**src/irq_pend_regs.svh**
```systemverilog
// Register indices, field positions and reset values of the pending-interrupt bank.
// Overview of operation
// RL1 - Read returns one for each posted interrupt.
// RL2 - Enable clear: written zero clears posted interrupt.
// RL3 - Zero written where nothing posted does nothing.
// RL4 - Enable set: written one posts an interrupt.
// RL5 - Bits: endpoints three..zero, frame start, reset, timers.
// RL6 - Enable clear: written one is ignored.
// RL7 - Enable set: written zero is ignored.
// RL8 - Reset leaves all eight positions unposted.
`ifndef IRQ_PEND_REGS_SVH
`define IRQ_PEND_REGS_SVH

// Register indices; the byte address is four times the index.
`define PEND_CLR_IDX 8'hdb
`define POST_EN_IDX 8'hdc

`define PEND_RESET 8'h00
`define POST_EN_RESET 1'b0
`define POST_EN_BIT 0

`define EP_THREE_BIT 7
`define EP_ZERO_BIT 4
`define SOF_BIT 3
`define BUS_RESET_BIT 2
`define SECOND_COUNTER_BIT 1
`define FIRST_COUNTER_BIT 0

// Reads insert this many wait states before the data phase completes.
`define READ_WAIT_STATES 1

`endif

```
**src/irq_pend_pkg.sv**
```systemverilog
// Types shared by the pending-interrupt bank.
package irq_pend_pkg;

    // Bit 7 down to bit 0 of the pending register.
    typedef struct packed {
        logic usb_ep_three_irq;
        logic usb_ep_two_irq;
        logic usb_ep_one_irq;
        logic usb_ep_zero_irq;
        logic usb_sof_irq;
        logic usb_bus_reset_irq;
        logic second_counter_irq;
        logic first_counter_irq;
    } irq_bank_s;

    typedef enum logic [1:0] {
        st_idle = 2'b00,
        st_write = 2'b01,
        st_read_wait = 2'b10
    } bus_state_e;

endpackage

```
**src/pend_bits.sv**
```systemverilog
// Eight posted-interrupt flip-flops with set-over-clear update.
`include "irq_pend_regs.svh"

module pend_bits
    import irq_pend_pkg::*;
(
    input wire logic hclk,
    input wire logic hresetn,
    input wire logic ce,
    input wire logic [7:0] set_vec,
    input wire logic [7:0] clr_vec,
    output logic [7:0] pend
);

    logic [7:0] pend_q;
    logic [7:0] pend_d;

    // A source event in the same cycle as a clearing write must not be lost, so set wins.
    always_comb begin
        pend_d = (pend_q & ~clr_vec) | set_vec; // RL2 RL3 RL4
    end

    always_ff @(posedge hclk or negedge hresetn) begin
        if (!hresetn) begin
            pend_q <= `PEND_RESET; // RL8
        end else if (ce) begin
            pend_q <= pend_d;
        end
    end

    assign pend = pend_q;

endmodule

```
**src/irq_pend_clr_bank.sv**
```systemverilog
// AHB-Lite slave holding the posted-interrupt register and the software post enable.
//
// The AHB-Lite interface to the registers was chosen for this implementation.
`include "irq_pend_regs.svh"

module irq_pend_clr_bank
    import irq_pend_pkg::*;
(
    input wire logic hclk,
    input wire logic hresetn,
    input wire logic ce,
    input wire logic hsel,
    input wire logic [31:0] haddr,
    input wire logic [1:0] htrans,
    input wire logic hwrite,
    input wire logic [2:0] hsize,
    input wire logic [31:0] hwdata,
    input wire logic hready,
    output logic [31:0] hrdata,
    output logic hreadyout,
    output logic hresp,
    input wire irq_bank_s src_irq,
    output irq_bank_s irq_pending,
    output logic software_irq_post_enable
);

    bus_state_e state_q;
    bus_state_e state_d;
    logic [31:0] addr_q;
    logic [31:0] addr_d;
    logic [31:0] hrdata_q;
    logic [31:0] hrdata_d;
    logic hreadyout_q;
    logic hreadyout_d;
    logic rd_ret_q;
    logic rd_ret_d;
    logic hresp_q;
    logic post_en_q;
    logic post_en_d;
    logic [7:0] pend_q;
    logic [7:0] set_vec;
    logic [7:0] clr_vec;
    logic [7:0] src_vec;
    logic accept;
    logic wr_data_phase;
    logic wr_fire_clr;
    logic wr_fire_en;
    logic fire_clr_ce;

    function automatic logic addr_hit(input logic [31:0] a, input logic [7:0] idx);
        return a == {22'h0, idx, 2'b00};
    endfunction

    // Unmapped addresses read as zero.
    function automatic logic [31:0] reg_read(input logic [31:0] a, input logic [7:0] pend,
                                             input logic en);
        logic [31:0] r;
        r = 32'h00000000;
        if (addr_hit(a, `PEND_CLR_IDX)) begin
            r = {24'h000000, pend}; // RL1
        end else if (addr_hit(a, `POST_EN_IDX)) begin
            r = {31'h0, en};
        end
        return r;
    endfunction

    assign src_vec = src_irq; // RL5
    assign accept = hsel & htrans[1] & hready;
    assign wr_data_phase = (state_q == st_write) & hreadyout_q;
    assign wr_fire_clr = wr_data_phase & addr_hit(addr_q, `PEND_CLR_IDX);
    assign wr_fire_en = wr_data_phase & addr_hit(addr_q, `POST_EN_IDX);
    assign fire_clr_ce = wr_fire_clr & ce;

    // Reads take one wait state so that the returned word is a registered snapshot
    // that already includes a write completed just before.
    always_comb begin
        state_d = state_q;
        addr_d = addr_q;
        hrdata_d = hrdata_q;
        hreadyout_d = hreadyout_q;
        rd_ret_d = 1'b0;
        unique case (state_q)
            st_read_wait: begin
                state_d = st_idle;
                hreadyout_d = 1'b1;
                hrdata_d = reg_read(addr_q, pend_q, post_en_q); // RL1
                rd_ret_d = addr_hit(addr_q, `PEND_CLR_IDX);
            end
            st_idle, st_write: begin
                if (accept) begin
                    addr_d = haddr;
                    state_d = hwrite ? st_write : st_read_wait;
                    hreadyout_d = hwrite;
                end else begin
                    state_d = st_idle;
                    hreadyout_d = 1'b1;
                end
            end
            default: begin
                state_d = st_idle;
                hreadyout_d = 1'b1;
            end
        endcase
    end

    always_ff @(posedge hclk or negedge hresetn) begin
        if (!hresetn) begin
            state_q <= st_idle;
            addr_q <= 32'h00000000;
            hrdata_q <= 32'h00000000;
            hreadyout_q <= 1'b1;
            rd_ret_q <= 1'b0;
            hresp_q <= 1'b0;
        end else if (ce) begin
            state_q <= state_d;
            addr_q <= addr_d;
            hrdata_q <= hrdata_d;
            hreadyout_q <= hreadyout_d;
            rd_ret_q <= rd_ret_d;
            hresp_q <= 1'b0;
        end
    end

    // Written ones never clear and written zeros never post; which of the two acts
    // depends only on the enable.
    always_comb begin
        clr_vec = 8'h00;
        set_vec = src_vec;
        post_en_d = post_en_q;
        if (wr_fire_clr && !post_en_q) begin
            clr_vec = ~hwdata[7:0]; // RL2 RL6
        end
        if (wr_fire_clr && post_en_q) begin
            set_vec = src_vec | hwdata[7:0]; // RL4 RL7
        end
        if (wr_fire_en) begin
            post_en_d = hwdata[`POST_EN_BIT];
        end
    end

    always_ff @(posedge hclk or negedge hresetn) begin
        if (!hresetn) begin
            post_en_q <= `POST_EN_RESET;
        end else if (ce) begin
            post_en_q <= post_en_d;
        end
    end

    pend_bits u_pend_bits (
        .hclk(hclk),
        .hresetn(hresetn),
        .ce(ce),
        .set_vec(set_vec),
        .clr_vec(clr_vec),
        .pend(pend_q)
    );

    assign hrdata = hrdata_q;
    assign hreadyout = hreadyout_q;
    assign hresp = hresp_q;
    assign irq_pending = pend_q;
    assign software_irq_post_enable = post_en_q;

    a_read_shows_pending: assert property ( // RL1
        @(posedge hclk) disable iff (!hresetn || !ce)
        rd_ret_q |-> hrdata_q == {24'h000000, $past(pend_q)})
        else $error("read data differs from posted interrupts");

    a_zero_clears_bit: assert property ( // RL2
        @(posedge hclk) disable iff (!hresetn || !ce)
        fire_clr_ce && !post_en_q |=>
            (pend_q & ~$past(hwdata[7:0]) & ~$past(src_vec)) == 8'h00)
        else $error("written zero did not clear posted interrupt");

    a_clear_no_post: assert property ( // RL3
        @(posedge hclk) disable iff (!hresetn || !ce)
        fire_clr_ce && !post_en_q |=> (pend_q & ~$past(pend_q) & ~$past(src_vec)) == 8'h00)
        else $error("clearing write posted an interrupt");

    a_one_posts_bit: assert property ( // RL4
        @(posedge hclk) disable iff (!hresetn || !ce)
        fire_clr_ce && post_en_q |=> (pend_q & $past(hwdata[7:0])) == $past(hwdata[7:0]))
        else $error("written one did not post interrupt");

    a_map_ep_three: assert property ( // RL5
        @(posedge hclk) disable iff (!hresetn || !ce)
        src_irq.usb_ep_three_irq |=> irq_pending[`EP_THREE_BIT] ##1 1'b1)
        else $error("endpoint three event not posted at bit seven");

    a_map_first_counter: assert property ( // RL5
        @(posedge hclk) disable iff (!hresetn || !ce)
        src_irq.first_counter_irq && !src_irq.second_counter_irq && !wr_fire_clr |=>
            irq_pending[`FIRST_COUNTER_BIT] && ($past(pend_q[`SECOND_COUNTER_BIT]) ||
            !irq_pending[`SECOND_COUNTER_BIT]))
        else $error("first counter event landed on wrong bit");

    a_one_ignored_clear: assert property ( // RL6
        @(posedge hclk) disable iff (!hresetn || !ce)
        fire_clr_ce && !post_en_q |=> ($past(pend_q) & $past(hwdata[7:0]) & ~pend_q) == 8'h00)
        else $error("written one changed a bit while enable clear");

    a_zero_ignored_set: assert property ( // RL7
        @(posedge hclk) disable iff (!hresetn || !ce)
        fire_clr_ce && post_en_q |=> (pend_q & $past(pend_q)) == $past(pend_q))
        else $error("posted interrupt cleared while enable set");

    a_reset_unposted: assert property ( // RL8
        @(posedge hclk) $rose(hresetn) |-> irq_pending == 8'h00 && !software_irq_post_enable)
        else $error("pending bits not zero after reset");

    a_read_wait_state: assert property (
        @(posedge hclk) disable iff (!hresetn || !ce)
        state_q == st_idle && accept && !hwrite |=> !hreadyout_q ##1 hreadyout_q)
        else $error("read did not complete after one wait state");

endmodule

```
**config.mk**
```make
export PLATFORM = sky130hd
export DESIGN_NAME = irq_pend_clr_bank
export DESIGN_NICKNAME = d
export VERILOG_FILES = /design/src/irq_pend_pkg.sv /design/src/pend_bits.sv /design/src/irq_pend_clr_bank.sv
export VERILOG_INCLUDE_DIRS = /design/src
export SDC_FILE = /design/constraint.sdc
export NUM_CORES = 1
export LEC_CHECK = 0
export BUFFER_PORTS_ARGS = -buffer_cell sky130_fd_sc_hd__buf_2
export CAP_MARGIN = 20
export CORE_ASPECT_RATIO = 1.75
export CORE_MARGIN = 2
export CORE_UTILIZATION = 46
export CTS_BUF_LIST = sky130_fd_sc_hd__clkbuf_16
export DETAILED_ROUTE_END_ITERATION = 10
export GPL_TIMING_DRIVEN = 0
export PLACE_DENSITY = 0.8
export SYNTH_ARGS = -nofsm -noshare
export SYNTH_HDL_FRONTEND = slang
export SYNTH_HIERARCHICAL = 1
export SYNTH_SLANG_ARGS = --single-unit
```
**constraint.sdc**
```tcl
create_clock -name hclk -period 2.2 [get_ports hclk]
set_input_delay 0.11 -clock hclk [delete_from_list [all_inputs] [get_ports hclk]]
set_output_delay 0.11 -clock hclk [all_outputs]
set_load 0.03 [all_outputs]
```
==> results of run 1 <==
## cell usage after synthesis, types with 2 or more instances
library cell	n	share of area (%)
nor4_2	9	4.3
clkbuf_1	4	0.58
nand4_1	3	0.72
nand2_1	24	3.5
o31ai_4	2	1.6
a22o_1	8	2.7
mux2_2	33	14
dfrtp_1	51	49
nor4_1	3	0.72
o31ai_1	6	1.7
a41o_1	8	3.1
buf_4	25	7.2
o22ai_1	2	0.48
inv_1	4	0.58
nor2b_1	2	0.48
buf_6	3	1.3
buf_2	3	0.58
nor3_1	3	0.58
## worst max-delay path, cell delays in order (launching register included)
cell and delay, ps:
dfrtp_1 390, nor4_2 280, nand4_1 200, or2_1 280, buf_6 140, buf_12 150
nor4_2 220, nand2_1 70, a22o_1 180
## final cells by class
class | count | share of cell area, %
well taps | 76 | 2.83
repair buffers | 74 | 11.8
clock buffers | 5 | 3.72
plain buffers | 36 | 8.07
multi-input cells | 140 | 33.3
flip-flops and latches | 52 | 38.7
inverters | 4 | 0.446
clock inverters | 3 | 1.12
## where the power goes
part / switching [W] / total, W / internal, W
clock: 0.000331 / 0.000860 / 0.000529
combinational: 0.000180 / 0.000400 / 0.000219
sequential: 0.0000956 / 0.00119 / 0.00110
## cell families after synthesis
logic type	Yosys count
buffers and inverters	40
flip-flops	52
multiplexers	33
AO/OA/AOI/OAI	28
other	1
AND/OR/NAND/NOR	54
## worst max path at each step
stage,start,to,cells after the start
after global routing,addr_q[15],u_pend_bits/pend[6],8
after floorplan,addr_q[15],u_pend_bits/pend[0],8
final,addr_q[15],u_pend_bits/pend[4],8
after detailed placement,addr_q[18],u_pend_bits/pend[5],8
after CTS,addr_q[18],u_pend_bits/pend[5],8
after global placement,addr_q[18],u_pend_bits/pend[5],8
## flip-flops by register name, indices dropped and copies added, names as in the netlist
| register | cells |
|---|---|
| addr_q | 32 |
| hrdata | 8 |
| hreadyout | 1 |
| software_irq_post_enable | 1 |
| state_q | 2 |
| u_pend_bits/pend | 8 |
## metal layers
metal / part of all wire [%] / up-vias / track usage (%)
met3: 5.5 / 8 / 3.23
met2: 55 / 75 / 31.5
li1: - / 920 / -
met5: 0 / - / 0
met1: 38 / 915 / 21.0
met4: 1.8 / 0 / 7.86
## per-stage QoR
step	power [W]	cells	utilization, %
finish	0.00245	390	61.2
global route	0.00257	390	61.2
CTS	0.00245	390	60.8
detailed placement	0.00160	381	57.7
global placement	0.00157	380	57.2
floorplan	0.00146	232	-
## repair_timing
item	CTS	global route
endpoints found under the setup margin	0	7
hold buffers	1	0
buffers inserted	0	0
endpoints found under the hold margin	28	0
gates resized for setup	0	3
## layout by cell type (no fill, tap or decap), types with 5 or more instances in the layout
cell type / count
buf_2: 75
nand2_1: 24
mux2_2: 33
a41o_1: 8
buf_4: 25
conb_1: 25
clkbuf_16: 5
a22o_1: 8
o31ai_1: 6
nor4_2: 10
dfrtp_1: 51
==> metrics, run 1 <==
Cell Pwr Density=roughly 730 nW/um^2; drt drc=0; dpl cell area=about 3200 sq um; global-route congestion overflow total=0; die height=103 um; ANT cells=0; Worst R2R Path Depth=8; Starting DRT DRC Count=60; largest net degree at the start of global routing=30; mux contribution to synthesized area=14.3%; yosys warns=6; routed len/inst=~14 um; FFs w/ async S/R, synth=100%; Worst setup EP type=flop; Post-DRT Antenna Nets=0; EDFF count, synth=0; Initial Utilization=between 40% and 50%; Die X=approximately 61 um; Synth Flop Type=dfrtp_1; Tmin final=roughly 2000 ps; worst hold slack=~22 ps; Clock transition at path regs=approximately 70 ps; R2R Path Start=addr_q[15]; Clk Latency, worst-skew pair=roughly 290 ps; vias per std cell=4.92; footprint of the multi-input gates=about 1100 sq um; pre-CTS setup slack=roughly 73 ps; number of setup violations in the final report=0; Final Max Tran Viols=0; final WL=approximately 5.3 mm; Worst Hold End=state_q[1]; Tot GR Track Use=18.0%; status=complete, no violations; initial antenna violation count=0; Tightest Pin Transition=~960 ps; 1st-pass router iterations=4; Reg-to-Reg End=u_pend_bits/pend[4]; max cap viols=0; simple-gate area share of the yosys netlist=between 10 and 15%; DP HPWL=roughly 4.2 mm; crit-path max FO=10; FILL cells=approximately 490; Hold WC Path Type=primary input to flop; Final #Nets=just under 400; #FFs+latches synth=52; leak pwr=between 1.5 and 2 nW; WP data arrival=approximately 2200 ps; I/O pin count=~130; cell count after synthesis=approximately 210; clock tree root driver cell=clkbuf_16; hold depth=2; final hold vios=0; CTS tree=built; Setup TNS=0 ps; adder-cell share of the synthesized area=0%; clk sinks=52; post-synthesis sequential area ratio=around half; FF+latch area=between 1000 and 1500 sq um; Fmax=a little under 500 MHz; Clock H-tree levels=2; # rows=36; die area=around 6300 sq um; Final period util=~90%; largest family of logic cells by synthesized area=multiplexers; area grow syn2layout=29.5%; Post-Synth XOR/XNOR Area=0%; Avg Inst Size Synth=12.5 sq um; hold wc startpoint=hwrite; placer's final routability congestion estimate=~0.82; Synth Area in Compound Gates=10.3%; Synth cell types=33; CTS Buf Count=5; r2r setup slk=~160 ps; CP Data Required Time=between 2000 and 2500 ps; first-pass GRT wire length=between 8 and 9 mm; clk_skew=roughly 5.9 ps; layout cells sized above 1=between 50% and 60%; Slew headroom=between 30% and 40%; CTS max path bufs=2; startpoint types=flop; Post-Syn Area=roughly 2600 sq um; peak supply drop=roughly 0.65 mV; DR vias=around 1900; vias in the first global route=roughly 1800; final worst slack=165 ps; core box area=between 5000 and 6000 sq um; critical path class=flop to flop; final non-filler cell area=~3400 sq um; number of port buffers=72; RSZ-0062 raised after global routing=false
Power figures use the tool's default switching activity.
==> run 2: changes to the inputs <==
Settings changed: REMOVE_ABC_BUFFERS set to 1.
==> metrics, run 2 (same netlist as run 1, synthesis figures left out) <==
status=complete, no violations; Cell Pwr Density=739 nW/um^2; startpoint types=flop; peak supply drop=between 0.5 and 0.6 mV; max cap viols=0; Clock transition at path regs=about 60 ps; Final #Nets=360; area grow syn2layout=17.4%; vias per std cell=between 5 and 6; drt drc=0; commonest non-fill, non-tap cell in the layout=buf_2; pre-CTS setup slack=-160 ps; Tmin final=roughly 2100 ps; Tot GR Track Use=between 10% and 20%; leak pwr=approximately 1.4 nW; routed len/inst=14.1 um; RSZ-0062 raised after global routing=false; CTS tree=built; number of port buffers=72; commonest cells after routing, fill and taps aside=buf_2 (72), dfrtp_1 (51), mux2_2 (33); placed insts=345; crit-path max FO=10; CP Data Required Time=between 2000 and 2500 ps; Die X=about 60 um; Final Max Tran Viols=0; global-route congestion overflow total=0; 1st-pass router iterations=3; vias in the first global route=roughly 1700; flip-flop count of the largest register after layout=32; final hold vios=0; Setup TNS=0 ps; Clk Latency, worst-skew pair=about 280 ps; number of setup violations in the final report=0; die area=around 6300 sq um; first-pass GRT wire length=7.69 mm; clock tree root driver cell=clkbuf_16; initial antenna violation count=0; core box area=~5500 sq um; die height=103 um; Clock H-tree levels=2; Final Non-Filler Cells=~350; DR vias=between 1500 and 2000; final worst slack=136 ps; Initial Utilization=between 40% and 50%; Starting DRT DRC Count=between 50 and 60; r2r setup slk=~140 ps; critical path class=flop to flop; largest net degree at the start of global routing=36; Tightest Pin Transition=about 1100 ps; final WL=about 5 mm; Setup Buffers After CTS=0; Hold WC Path Type=primary input to flop; worst hold slack=between 30 and 40 ps; layout cells sized above 1=a little under half; CTS Buf Count=5; Post-DRT Antenna Nets=0; clk sinks=52; # rows=36; Reg with most FFs=addr_q; clk_skew=roughly 5.6 ps; ANT cells=0; CTS max path bufs=2; placer's final routability congestion estimate=slightly above 0.7; Worst setup EP type=flop; Fmax=about 480 MHz; I/O pin count=roughly 130; Slew headroom=25.5%; Final period util=between 90% and 100%; WP data arrival=~2300 ps; FILL cells=~500
-- run 2: cell count changes in the layout (fill, tap and decap cells not counted), sizes merged --
cell / delta
inv: +2
clkinv: -1
bufinv: -1
clkbuf: -4
buf: -32
-- run 2: path summary, 6_finish.rpt --
path | start | to | depth (start not counted)
worst max-delay path | addr_q[4] | u_pend_bits/pend[7] | 4
worst min-delay path | hwrite | state_q[1] | 2
worst max register to register | addr_q[4] | u_pend_bits/pend[7] | 4
worst min register to register | hrdata[4] | hrdata[4] | 2
max in group asynchronous | hresetn | hreadyout | 3
min in group asynchronous | hresetn | hrdata[0] | 2
-- run 2: per-stage QoR --
step                      instance area, sq um  power (W)  utilization (%)
after detailed placement                  2890    0.00156             52.6
after floorplan                           2420    0.00142                -
after CTS                                 3050    0.00228             55.4
after global routing                      3050    0.00236             55.5
final                                     3050    0.00225             55.5
after global placement                    2870    0.00153             52.3
-- run 2: what timing repair did --
action / 4_1_cts / 5_1_grt
pin swaps: 0 / 0
hold endpoints to repair: 24 / 0
resized for setup: 2 / 1
setup endpoints to repair: 40 / 8
hold buffers: 1 / 0
-- run 2: layer usage --
metal	global-route usage [%]	share of wire [%]	wire, um	up-vias
met5	0	0	0	-
li1	-	-	-	842
met3	3.36	5.9	296	10
met1	16.1	35	1760	886
met4	6.86	2.4	120	0
met2	31.4	57	2830	74
-- run 2: cell type report --
cell class	instances	area, sq um	share of cell area, %
Multi-Input combinational cell	140	1110	36.4
Sequential cell	52	1300	42.7
Clock buffer	5	125	4.10
Inverter	4	15.0	0.492
Tap cell	76	95.1	3.12
Clock inverter	3	11.3	0.369
Timing Repair Buffer	74	390	12.8
-- run 2: power breakdown --
part	total, W	switching (W)	internal, W	leakage, nW
sequential	0.00118	0.0000836	0.00110	0.619
clock	0.000718	0.000309	0.000409	0.0738
combinational	0.000352	0.000174	0.000178	0.734
total	0.00225	0.000566	0.00169	1.43
-- run 2: worst max-delay path, stage by stage (launching register included) --
cell and delay [ps]:
dfrtp_1 390, nand3b_4 260, nor3_1 930, a41o_1 290, a22o_1 130
==> run 3: changes to the inputs <==
Settings changed: BUFFER_PORTS_ARGS -buffer_cell sky130_fd_sc_hd__buf_2 to not set, CORE_UTILIZATION 46 to 59, CTS_BUF_LIST sky130_fd_sc_hd__clkbuf_16 to sky130_fd_sc_hd__clkbuf_4, DONT_BUFFER_PORTS set to 1, PLACE_DENSITY 0.8 to 0.75.
==> metrics, run 3 (same netlist as run 1, synthesis figures left out) <==
status=complete, no violations; worst hold slack=roughly 39 ps; CTS tree=built; Fmax=approximately 480 MHz; Worst R2R Path Depth=6; DP HPWL=3.81 mm; Clock transition at path regs=roughly 150 ps; Reg-to-Reg End=u_pend_bits/pend[5]; Final Non-Filler Cells=slightly above 300; CP Data Required Time=2470 ps; CTS max path bufs=2; Logic pwr share=roughly 17%; Final Max Tran Viols=0; Clock H-tree levels=2; critical path class=flop to flop; Tmin final=roughly 2100 ps; Slew headroom=between 30% and 40%; Worst setup EP type=flop; crit-path max FO=16; die height=91.8 um; I/O pin count=between 100 and 150; Worst Hold End=u_pend_bits/pend[7]; Pint=~0.0017 W; area grow syn2layout=21.6%; number of port buffers=0; R2R Path Start=addr_q[23]; buffers plus inverters on the worst setup path=0; placer's final routability congestion estimate=about 0.71; r2r setup slk=110 ps; startpoint types=flop; Reg with most FFs=addr_q; net load switching power=~0.00056 W; Post-DRT Antenna Nets=0; switching share of power=about a quarter; final WL=6.16 mm; DR vias=~1800; 1st-pass router iterations=4; vias per std cell=approximately 5.9; die area=slightly below 5000 sq um; Cell Pwr Density=708 nW/um^2; placed insts=approximately 250; clk_skew=approximately 14 ps; Final #Nets=340; drt drc=0; commonest non-fill, non-tap cell in the layout=dlygate4sd3_1; Clk Latency, worst-skew pair=approximately 360 ps; Hold WC Path Type=primary input to flop; Critical Path Max Stage Delay=about 400 ps; Tot GR Track Use=between 20% and 30%; peak supply drop=0.713 mV; leak pwr=1.35 nW; CP max stage cell=dfrtp_1; ANT cells=0; vias in the first global route=about 2000; clock tree root driver cell=clkbuf_4; Starting DRT DRC Count=a little over 70; FILL cells=between 300 and 400; commonest cells after routing, fill and taps aside=dlygate4sd3_1 (52), dfrtp_1 (51), mux2_2 (33); delay-heaviest family, CP=simple AND/OR/NAND/NOR gates; routed len/inst=between 15 and 20 um; max cap viols=0; largest net degree at the start of global routing=53; number of setup violations in the final report=0; final hold vios=0; Die X=around 54 um; hold depth=2; hold wc startpoint=hwdata[7]; # rows=32; Flop pwr share=53.1%; initial antenna violation count=0; Initial Utilization=between 60 and 70%; flip-flop count of the largest register after layout=32; Tightest Pin Transition=a little over 1000 ps; layout cells sized above 1=about a quarter; Clock Power Share=29.6%; clk sinks=52; Final period util=between 90 and 100%; critical path, cell by cell=nor4_1 > nand4_1 > or2_4 > nor4_2 > nand2_1 > a22o_1; core box area=approximately 4300 sq um; WP data arrival=2360 ps; first-pass GRT wire length=about 9 mm; global-route congestion overflow total=0; RSZ-0062 raised after global routing=false; CTS Buf Count=5
==> run 3: area by class of cell <==
cell class	instances	area, sq um	share of cell area, %
clock buffers	6	45.0	1.43
clock inverters	2	60.1	1.90
inverters	4	15.0	0.475
multi-input cells	141	1120	35.6
flip-flops and latches	52	1300	41.2
well taps	51	63.8	2.02
repair buffers	53	548	17.3
==> run 3: power groups by stage <==
stage | Combinational [W] | Clock [W] | Sequential (W)
2_1_floorplan | 0.000244 | 0 | 0.00118
3_3_place_gp | 0.000260 | 0 | 0.00119
3_5_place_dp | 0.000274 | 0 | 0.00121
4_1_cts | 0.000380 | 0.000678 | 0.00119
5_1_grt | 0.000420 | 0.000716 | 0.00121
6_report | 0.000387 | 0.000661 | 0.00119
==> run 3: worst max-delay path by stage <==
stage / startpoint / end / slack (ps) / cells past startpoint
after floorplan: addr_q[15] / u_pend_bits/pend[0] / 330 / 6
after global placement: addr_q[18] / u_pend_bits/pend[5] / 0.4 / 6
after detailed placement: addr_q[23] / u_pend_bits/pend[4] / -30 / 6
after CTS: addr_q[23] / u_pend_bits/pend[4] / 30 / 6
after global routing: addr_q[23] / u_pend_bits/pend[6] / 8 / 6
final: addr_q[23] / u_pend_bits/pend[5] / 110 / 6
==> run 3: stage by stage <==
stage | setup TNS, ps | area, sq um | total power, W | util [%] | setup slack [ps]
floorplan | 0 | 2420 | 0.00142 | - | 328
global placement | 0 | 2480 | 0.00145 | 57.3 | 0.371
detailed placement | -494 | 2480 | 0.00148 | 57.3 | -30.5
CTS | 0 | 3140 | 0.00224 | 72.7 | 27.2
global route | 0 | 3160 | 0.00234 | 73.1 | 8.12
finish | 0 | 3160 | 0.00224 | 73.1 | 113
==> run 3: repair_timing <==
| item | 4_1_cts | 5_1_grt |
|---|---|---|
| setup endpoints to repair | 40 | 9 |
| gates cloned | 0 | 1 |
| pin swaps | 0 | 1 |
| hold endpoints to repair | 96 | 0 |
| buffers inserted | 0 | 0 |
| resized for setup | 2 | 2 |
| hold buffers | 53 | 0 |
==> run 3: worst register-to-register path: stages, from the launching register on <==
cell and delay, ps:
dfrtp_1 410, nor4_1 320, nand4_1 240, or2_4 400, nor4_2 260, nand2_1 140
a22o_1 220
==> run 3: routing by layer <==
metal	GRT usage, %	up-vias	share of wire (%)
li1	-	807	-
met1	26.5	892	34
met2	43.6	101	55
met3	6.19	20	7.8
met4	12.1	0	3.0
met5	0	-	0
